[src/gpbp_params.svh]
// Register indices, field positions and reset values of the six-pin port
`ifndef GPBP_PARAMS_SVH
`define GPBP_PARAMS_SVH
`define GPBP_NPINS        6
`define GPBP_AW           12
`define GPBP_DW           32
`define GPBP_IDX_DATA     8'h05
`define GPBP_IDX_OPT      8'h81
`define GPBP_IDX_DIR      8'h85
`define GPBP_IDX_ANA      8'h91
`define GPBP_IDX_PULL     8'h95
`define GPBP_IDX_CFG      8'ha0
`define GPBP_OPT_PU_DIS   7
`define GPBP_CFG_MASTER_CLEAR_PIN_ENABLE    0
`define GPBP_CFG_XTAL     1
`define GPBP_PIN3         3
`define GPBP_RST_DIR      6'h3f
`define GPBP_RST_PULL     6'h37
`define GPBP_RST_LATCH    6'h00
`define GPBP_RST_ANA      6'h00
`define GPBP_RST_OPT      8'h80
`define GPBP_RST_CFG      2'h0
`define GPBP_XTAL_PINS    6'h30
`define GPBP_PULL_MASK    6'h37
`endif

[src/gpbp_pkg.sv]
// Types shared by the six-pin port
package gpbp_pkg;
  typedef enum logic [2:0] {
    GPBP_SEL_NONE = 3'b000,
    GPBP_SEL_DATA = 3'b001,
    GPBP_SEL_DIR  = 3'b010,
    GPBP_SEL_PULL = 3'b011,
    GPBP_SEL_OPT  = 3'b100,
    GPBP_SEL_ANA  = 3'b101,
    GPBP_SEL_CFG  = 3'b110
  } gpbp_sel_t;
  typedef enum logic [1:0] {
    GPBP_APB_IDLE = 2'b00,
    GPBP_APB_WAIT = 2'b01,
    GPBP_APB_DONE = 2'b10
  } gpbp_apb_t;
endpackage : gpbp_pkg

[src/gpbp_sync.sv]
// Two-flop synchroniser for the pin input levels
`include "gpbp_params.svh"
module gpbp_sync (
  input  wire logic                    clk,
  input  wire logic                    resetn,
  input  wire logic [`GPBP_NPINS-1:0]  din,
  output logic      [`GPBP_NPINS-1:0]  dout
);
  logic [`GPBP_NPINS-1:0] meta_reg;
  logic [`GPBP_NPINS-1:0] sync_reg;

  // First stage feeds only the second stage
  always_ff @(posedge clk or negedge resetn) begin
    if (!resetn) begin
      meta_reg <= 6'h00;
      sync_reg <= 6'h00;
    end else begin
      meta_reg <= din;
      sync_reg <= meta_reg;
    end
  end

  assign dout = sync_reg;
endmodule : gpbp_sync

[src/gpbp_port.sv]
// Six-pin bidirectional port with weak pull-ups behind an APB slave
// Overview of operation
// [RULE1] Six general-purpose pins, each with its own direction bit.
// [RULE2] Direction bit one tri-states the pin driver; pin is input.
// [RULE3] Direction bit zero drives the output latch onto the pin.
// [RULE4] Pin 3 is input only; its direction bit always reads one.
// [RULE5] Data reads return pin levels; data writes update the output latch.
// [RULE6] Writes are read-modify-write: unwritten bits take the sensed pin levels.
// [RULE7] Pin 3 data reads zero while master clear pin is enabled.
// [RULE8] Direction still rules analog pins; analog pins read zero.
// [RULE9] Software keeps analog pins set as inputs.
// [RULE10] Software sets analog select and comparator control before digital use.
// [RULE11] An enabled sharing peripheral takes its pin away from the port.
// [RULE12] Every pin but pin 3 has a per-pin weak pull-up enable.
// [RULE13] Pull-up is forced off while the pin is an output.
// [RULE14] Power-on reset disables all pull-ups via option bit 7.
// [RULE15] Pin 3 pull-up follows master clear enable; no software control.
// [RULE16] Data bits 7 and 6 read zero; bits 5..0 are pins 5..0.
// [RULE17] Per-pin pull-up acts only while global pull-up control permits.
// [RULE18] Crystal oscillator mode makes direction bits 5 and 4 read one.
// [RULE19] Active pull-up is global permit AND enable AND input direction.
// [RULE20] Pin levels are synchronised to the core clock before reads.
`include "gpbp_params.svh"
module gpbp_port (
  input  wire logic                    clk,
  input  wire logic                    resetn,
  input  wire logic                    psel,
  input  wire logic                    penable,
  input  wire logic                    pwrite,
  input  wire logic [`GPBP_AW-1:0]     paddr,
  input  wire logic [`GPBP_DW-1:0]     pwdata,
  input  wire logic [3:0]              pstrb,
  output logic      [`GPBP_DW-1:0]     prdata,
  output logic                         pready,
  output logic                         pslverr,
  input  wire logic [`GPBP_NPINS-1:0]  pin_in,
  output logic      [`GPBP_NPINS-1:0]  pin_out,
  output logic      [`GPBP_NPINS-1:0]  pin_oe,
  output logic      [`GPBP_NPINS-1:0]  pin_pullup,
  input  wire logic [`GPBP_NPINS-1:0]  periph_en,
  input  wire logic [`GPBP_NPINS-1:0]  periph_out,
  input  wire logic [`GPBP_NPINS-1:0]  periph_oe
);
  logic [`GPBP_NPINS-1:0] pin_sync;
  logic [`GPBP_NPINS-1:0] latch_reg;
  logic [`GPBP_NPINS-1:0] latch_next;
  logic [`GPBP_NPINS-1:0] dir_reg;
  logic [`GPBP_NPINS-1:0] pull_reg;
  logic [`GPBP_NPINS-1:0] ana_reg;
  logic [7:0]             opt_reg;
  logic [1:0]             cfg_reg;
  logic [`GPBP_DW-1:0]    prdata_reg;
  logic [`GPBP_DW-1:0]    prdata_next;
  logic                   pslverr_reg;
  logic                   pready_reg;
  logic [`GPBP_NPINS-1:0] pin_out_reg;
  logic [`GPBP_NPINS-1:0] pin_oe_reg;
  logic [`GPBP_NPINS-1:0] pull_act_reg;
  gpbp_pkg::gpbp_apb_t    apb_reg;
  gpbp_pkg::gpbp_apb_t    apb_next;
  gpbp_pkg::gpbp_sel_t    sel;

  function automatic logic reg_hit(input logic [`GPBP_AW-1:0] addr, input logic [7:0] idx);
    reg_hit = (addr == {2'b00, idx, 2'b00});
  endfunction : reg_hit

  // [RULE20] Pin synchroniser
  gpbp_sync u_sync (
    .clk    (clk),
    .resetn (resetn),
    .din    (pin_in),
    .dout   (pin_sync)
  );

  // Address decode
  always_comb begin
    if (reg_hit(paddr, `GPBP_IDX_DATA)) begin
      sel = gpbp_pkg::GPBP_SEL_DATA;
    end else if (reg_hit(paddr, `GPBP_IDX_DIR)) begin
      sel = gpbp_pkg::GPBP_SEL_DIR;
    end else if (reg_hit(paddr, `GPBP_IDX_PULL)) begin
      sel = gpbp_pkg::GPBP_SEL_PULL;
    end else if (reg_hit(paddr, `GPBP_IDX_OPT)) begin
      sel = gpbp_pkg::GPBP_SEL_OPT;
    end else if (reg_hit(paddr, `GPBP_IDX_ANA)) begin
      sel = gpbp_pkg::GPBP_SEL_ANA;
    end else if (reg_hit(paddr, `GPBP_IDX_CFG)) begin
      sel = gpbp_pkg::GPBP_SEL_CFG;
    end else begin
      sel = gpbp_pkg::GPBP_SEL_NONE;
    end
  end

  wire master_clear_pin_enable    = cfg_reg[`GPBP_CFG_MASTER_CLEAR_PIN_ENABLE];
  wire xtal     = cfg_reg[`GPBP_CFG_XTAL];
  wire pu_allow = ~opt_reg[`GPBP_OPT_PU_DIS];
  wire mapped   = (sel != gpbp_pkg::GPBP_SEL_NONE);
  // One wait state: request taken in setup, answer on second access cycle
  wire access   = psel & penable & (apb_reg == gpbp_pkg::GPBP_APB_WAIT);
  wire wr_en    = psel & penable & pwrite & (apb_reg == gpbp_pkg::GPBP_APB_DONE) & mapped;
  wire byte0    = pstrb[0];

  // [RULE4] Pin 3 forced to input; [RULE18] crystal pins forced to input
  wire [`GPBP_NPINS-1:0] dir_eff = dir_reg | 6'h08 | (xtal ? `GPBP_XTAL_PINS : 6'h00);

  // [RULE7] Pin 3 reads zero under master clear; [RULE8] analog reads zero
  wire [`GPBP_NPINS-1:0] pin3_mask = master_clear_pin_enable ? 6'h08 : 6'h00;
  wire [`GPBP_NPINS-1:0] data_rd   = pin_sync & ~ana_reg & ~pin3_mask;

  // [RULE12] Pull-up enables exist on all pins but pin 3
  wire [`GPBP_NPINS-1:0] pull_rd   = (pull_reg & `GPBP_PULL_MASK) |
                                     (xtal ? `GPBP_XTAL_PINS : 6'h00);

  // [RULE13] Output mode kills pull-up; [RULE17] [RULE19] global permit gates
  wire [`GPBP_NPINS-1:0] pull_dig  = (pu_allow ? pull_reg : 6'h00) & dir_eff &
                                     `GPBP_PULL_MASK;
  // [RULE15] Pin 3 pull-up tracks master clear only
  wire [`GPBP_NPINS-1:0] pull_act  = pull_dig | pin3_mask;

  // [RULE11] Enabled peripheral owns its pin
  // [RULE2] [RULE3] [RULE8] Direction drives or tri-states every pin not taken by a peripheral
  wire [`GPBP_NPINS-1:0] oe_next   = (periph_en & periph_oe) | (~periph_en & ~dir_eff);
  wire [`GPBP_NPINS-1:0] out_next  = (periph_en & periph_out) | (~periph_en & latch_reg);

  // [RULE5] [RULE16] Read mux, bits above pins read zero except the 8-bit option register
  always_comb begin
    prdata_next = 32'h0000_0000;
    case (sel)
      gpbp_pkg::GPBP_SEL_DATA: prdata_next = {26'h0, data_rd};
      gpbp_pkg::GPBP_SEL_DIR:  prdata_next = {26'h0, dir_eff};
      gpbp_pkg::GPBP_SEL_PULL: prdata_next = {26'h0, pull_rd};
      gpbp_pkg::GPBP_SEL_OPT:  prdata_next = {24'h0, opt_reg};
      gpbp_pkg::GPBP_SEL_ANA:  prdata_next = {26'h0, ana_reg};
      gpbp_pkg::GPBP_SEL_CFG:  prdata_next = {30'h0, cfg_reg};
      default:                 prdata_next = 32'h0000_0000;
    endcase
  end

  // [RULE6] Read-modify-write: unstrobed bits reload from the sensed pins
  assign latch_next = byte0 ? pwdata[`GPBP_NPINS-1:0] : pin_sync;

  always_comb begin
    apb_next = apb_reg;
    case (apb_reg)
      gpbp_pkg::GPBP_APB_IDLE: begin
        if (psel && !penable) begin
          apb_next = gpbp_pkg::GPBP_APB_WAIT;
        end
      end
      gpbp_pkg::GPBP_APB_WAIT: begin
        if (psel && penable) begin
          apb_next = gpbp_pkg::GPBP_APB_DONE;
        end
      end
      gpbp_pkg::GPBP_APB_DONE: begin
        apb_next = gpbp_pkg::GPBP_APB_IDLE;
      end
      default: apb_next = gpbp_pkg::GPBP_APB_IDLE;
    endcase
  end

  always_ff @(posedge clk or negedge resetn) begin
    if (!resetn) begin
      apb_reg     <= gpbp_pkg::GPBP_APB_IDLE;
      prdata_reg  <= 32'h0000_0000;
      pslverr_reg <= 1'b0;
      pready_reg  <= 1'b0;
    end else begin
      apb_reg <= apb_next;
      // Ready straight from a flop, high exactly while the state is done
      pready_reg <= (apb_next == gpbp_pkg::GPBP_APB_DONE);
      if (access) begin
        prdata_reg  <= pwrite ? 32'h0000_0000 : prdata_next;
        pslverr_reg <= ~mapped;
      end
    end
  end

  // [RULE14] Pull-ups disabled at power-on via option bit 7
  always_ff @(posedge clk or negedge resetn) begin
    if (!resetn) begin
      latch_reg <= `GPBP_RST_LATCH;
      dir_reg   <= `GPBP_RST_DIR;
      pull_reg  <= `GPBP_RST_PULL;
      ana_reg   <= `GPBP_RST_ANA;
      opt_reg   <= `GPBP_RST_OPT;
      cfg_reg   <= `GPBP_RST_CFG;
    end else if (wr_en) begin
      // [RULE5] Data write lands in the latch
      if (sel == gpbp_pkg::GPBP_SEL_DATA) begin
        latch_reg <= latch_next;
      end
      if (byte0 && sel == gpbp_pkg::GPBP_SEL_DIR) begin
        dir_reg <= pwdata[`GPBP_NPINS-1:0];
      end
      if (byte0 && sel == gpbp_pkg::GPBP_SEL_PULL) begin
        pull_reg <= pwdata[`GPBP_NPINS-1:0] & `GPBP_PULL_MASK;
      end
      if (byte0 && sel == gpbp_pkg::GPBP_SEL_OPT) begin
        opt_reg <= pwdata[7:0];
      end
      if (byte0 && sel == gpbp_pkg::GPBP_SEL_ANA) begin
        ana_reg <= pwdata[`GPBP_NPINS-1:0];
      end
      if (byte0 && sel == gpbp_pkg::GPBP_SEL_CFG) begin
        cfg_reg <= pwdata[1:0];
      end
    end
  end

  // [RULE1] Pin drivers registered, tri-state off at reset
  always_ff @(posedge clk or negedge resetn) begin
    if (!resetn) begin
      pin_out_reg  <= 6'h00;
      pin_oe_reg   <= 6'h00;
      pull_act_reg <= 6'h00;
    end else begin
      pin_out_reg  <= out_next;
      pin_oe_reg   <= oe_next;
      pull_act_reg <= pull_act;
    end
  end

  assign prdata     = prdata_reg;
  assign pready     = pready_reg;
  assign pslverr    = pslverr_reg;
  assign pin_out    = pin_out_reg;
  assign pin_oe     = pin_oe_reg;
  assign pin_pullup = pull_act_reg;
endmodule : gpbp_port

[config.mk]
export PLATFORM = sky130hd
export DESIGN_NAME = gpbp_port
export DESIGN_NICKNAME = d
export VERILOG_FILES = /design/src/gpbp_pkg.sv /design/src/gpbp_sync.sv /design/src/gpbp_port.sv
export VERILOG_INCLUDE_DIRS = /design/src
export SDC_FILE = /design/constraint.sdc
export NUM_CORES = 1
export LEC_CHECK = 0
export BUFFER_PORTS_ARGS = -buffer_cell sky130_fd_sc_hd__buf_2
export CAP_MARGIN = 20
export CORE_MARGIN = 3
export CORE_UTILIZATION = 45
export DETAILED_ROUTE_END_ITERATION = 8
export PLACE_DENSITY = 0.75
export SLEW_MARGIN = 20
export SYNTH_ARGS = -nofsm -noshare
export SYNTH_HDL_FRONTEND = slang
export SYNTH_HIERARCHICAL = 1
export SYNTH_SLANG_ARGS = --single-unit
export TNS_END_PERCENT = 50
[constraint.sdc]
create_clock -name clk -period 2.5 [get_ports clk]
set_input_delay 0.5 -clock clk [delete_from_list [all_inputs] [get_ports clk]]
set_output_delay 0.5 -clock clk [all_outputs]
set_load 0.01 [all_outputs]
==> summary.md <==
## STA
• **FMAX** 477 MHz
• **min Tclk post-route** 2.10 ns
• **final setup violation count** 0
• **transition at the pin with the smallest max-transition slack** 0.518 ns
• **Clock Skew** 0.00641 ns
• **RSZ-0062 raised after global routing** false
• **max-slew violation count** 0
• **setup total negative slack** 0 ns
• **Max transition margin** 65.2%
• **final number of hold-violating endpoints** 0
• **final clock period utilization by the worst path** 83.9%

## Power
• **leak pwr** 0.00197 µW
• **switching power of the nets** 573 µW
• **total power density per cell area** 611 nW/µm²
• **part of the power in registers** 50.7%
• **switching part of the total power** 23.5%
• **internal cell power** 1860 µW
• **Clock power frac** 42.1%
• **Comb power frac** 7.2%
• **worst supply voltage drop on vdd** 0.000270 V

## Layout
• **Layout Cells excl Fill** 458
• **net count reported at finish** 434
• **ant diodes** 0
• **final cell area excluding filler cells** 3990 µm²
• **fill count** 635
• **fraction of the core area covered by cells at the end of the flow** 57.4%
• **share of layout cells above drive strength 1** 44.8%
• **growth of design area from synthesis to finish** 20.9%

## Setup path
• **Crit Path Category** reg2reg
• **critical path required time** 2.77 ns
• **critical register-to-register path startpoint** apb_reg[0]
• **critical path, cell by cell** nand3b_1, or3_1, nor4_4, mux2_2
• **Setup crit end kind** flip-flop
• **kind of cell adding the most delay to the critical path** simple AND/OR/NAND/NOR gates
• **reg-to-reg critical path endpoint** pull_reg[5]
• **maximum fanout along the worst path** 5
• **type of origin of the critical path** flip-flop
• **Data arrival, critical path** 2.37 ns
• **reg2reg path depth** 4
• **buffers plus inverters on the worst setup path** 0
• **Max stage delay cell, worst path** sky130_fd_sc_hd__nor4_4
• **delay of the slowest cell on the worst path** 0.58 ns
• **register-to-register path setup slack** 0.40 ns

## Placement
• **total placed instance area** 3760 µm²
• **final weighted congestion in routability-driven placement** 0.887
• **number of instances in the placed design** 442
• **count of input and output buffers** 77
• **DPL Wire Length** 5080 µm

## Synthesis
• **top flip-flop cell by instance count after synthesis** sky130_fd_sc_hd__dfrtp_1
• **Avg Cell Area, Syn** 12.4 µm²
• **cells taking the most area after synthesis** sky130_fd_sc_hd__dfrtp_1 48%, sky130_fd_sc_hd__mux2_2 14%, sky130_fd_sc_hd__dfstp_2 8.8%
• **Synth Warn #** 6
• **cell count after synthesis** 266
• **synth cell count leaders** 63 x sky130_fd_sc_hd__dfrtp_1, 41 x sky130_fd_sc_hd__mux2_2, 26 x sky130_fd_sc_hd__nand2_1
• **async set-reset flop share out of synthesis** 100%
• **top-count cell post-synth** sky130_fd_sc_hd__dfrtp_1
• **top cell type by total area after synthesis** sky130_fd_sc_hd__dfrtp_1
• **unique cell type count in the Yosys netlist** 39
• **number of register bits inferred by synthesis** 74
• **Post-synth EDFFs** 0
• **Yosys top cell area share** 47.8%
• **share of synthesized area occupied by flip-flops and latches** 56.5%
• **Synth Cell Area** 3300 µm²

## Global routing
• **GRT Residual Overflow** 0
• **largest net degree at the start of global routing** 75
• **wire length of the first global-routing pass** 11300 µm
• **number of global-route vias before repair** 2341
• **number of antenna violations at the first check in global routing** 0
• **GRT Overall Usage** 17.2%

## Clock network
• **clk sink count** 74
• **Clock Root Buffer** sky130_fd_sc_hd__clkbuf_8
• **CTS Buf Count** 9
• **insertion delay to the later sink of the worst-skew pair** 0.34 ns
• **Post-CTS Setup Inserts** 0
• **clock-pin slew on the worst setup and hold paths** 0.08 ns
• **H-tree depth** 3
• **number of buffers inserted for hold repair after clock tree synthesis** 0
• **Max clock buf depth** 2
• **clock tree from TritonCTS** yes
• **count of cells resized by post-cts repair** 0

## Floorplanning
• **die area** 8400 µm²
• **area of the core** 6940 µm²
• **num rows** 30
• **die boundary width** 91.6 µm
• **DIE HEIGHT** 91.6 µm
• **initial core utilization** 47.5%
• **I/O pins** 129

## Detailed routing
• **number of search-and-repair iterations in the first detailed-routing pass** 4
• **DRC violation count after routing** 0
• **routed wire length** 6980 µm
• **Antenna Nets Post-Route** 0
• **drt first-iter violations** 104
• **mean routed wirelength per cell** 15.2 µm
• **Via Count** 2269
• **Vias/cell** 4.95

## Hold path
• **path type of the worst min-delay path** in2async

## Status
• **status** completed

## Flow run
• **count of maximum capacitance violations** 0

[per-layer routing]
metal | vias to the layer above | part of all wire (%) | global-route usage, %
met4 | 0 | 1.0 | 6.41
li1 | 1072 | - | -
met2 | 77 | 49 | 28.1
met5 | - | 0 | 0
met3 | 7 | 6.0 | 3.20
met1 | 1113 | 44 | 22.9
[through the flow]
step | power (µW) | hold WS (ns) | worst slack [ns]
finish | 2440 | 0.162 | 0.403
global route | 2550 | 0.181 | 0.327
CTS | 2470 | 0.178 | 0.392
detailed placement | 1440 | 0.340 | 0.160
global placement | 1430 | 0.336 | 0.227
floorplan | 1360 | 0.204 | 0.424
[worst max path at each step]
| stage | depth (start not counted) | from | endpoint |
|---|---|---|---|
| floorplan | 6 | pstrb[0] | opt_reg[0] |
| global placement | 6 | paddr[11] | prdata[2] |
| detailed placement | 6 | paddr[11] | prdata[2] |
| CTS | 4 | apb_reg[0] | pull_reg[5] |
| global route | 4 | apb_reg[0] | pull_reg[1] |
| finish | 4 | apb_reg[0] | pull_reg[5] |
[power by group through the flow]
stage	Combinational [µW]	Sequential (µW)	Clock, µW
floorplan	94.5	1270	0
global placement	173	1260	0
detailed placement	177	1260	0
CTS	177	1240	1060
global route	196	1240	1110
finish	175	1240	1030
[kinds of logic after synthesis]
logic type	synth area share, %
flip-flops	56.5
other	0.114
multiplexers	16.1
AND/OR/NAND/NOR	13.7
buffers and inverters	7.09
AO/OA/AOI/OAI	6.49
[placed cells by master, fill, tap and decap left out, types with 2 or more instances in the layout]
cell type,synthesis,layout
sky130_fd_sc_hd__buf_2,4,77
sky130_fd_sc_hd__dfstp_2,11,11
sky130_fd_sc_hd__nand2_1,26,26
sky130_fd_sc_hd__nand4b_1,2,2
sky130_fd_sc_hd__dfrtp_1,63,63
sky130_fd_sc_hd__clkbuf_8,0,9
sky130_fd_sc_hd__a22oi_1,4,4
sky130_fd_sc_hd__inv_1,5,5
sky130_fd_sc_hd__o211ai_1,2,2
sky130_fd_sc_hd__nor2_1,16,16
sky130_fd_sc_hd__mux2_2,41,41
sky130_fd_sc_hd__a221oi_1,3,3
sky130_fd_sc_hd__bufinv_16,0,2
sky130_fd_sc_hd__mux2i_1,7,7
sky130_fd_sc_hd__conb_1,1,24
sky130_fd_sc_hd__nor3b_1,4,4
sky130_fd_sc_hd__nor4b_1,2,2
sky130_fd_sc_hd__inv_6,0,2
sky130_fd_sc_hd__o21ai_0,12,12
sky130_fd_sc_hd__a21oi_1,10,10
sky130_fd_sc_hd__buf_4,24,9
sky130_fd_sc_hd__nor4_4,3,3
sky130_fd_sc_hd__clkinv_4,0,2
sky130_fd_sc_hd__nand2b_1,3,3
sky130_fd_sc_hd__nor2b_1,5,5
[cell type report]
cell class                      instances  area [µm²]  area share [%]
Timing Repair Buffer                   87         473            11.9
Multi-Input combinational cell        180        1290            32.3
Tap cell                               96         120            3.01
Clock inverter                          7         100            2.51
Inverter                                5        18.8           0.471
Clock buffer                            9         124            3.11
Sequential cell                        74        1870            46.8
Note: power is estimated with default switching activity, not from simulation.
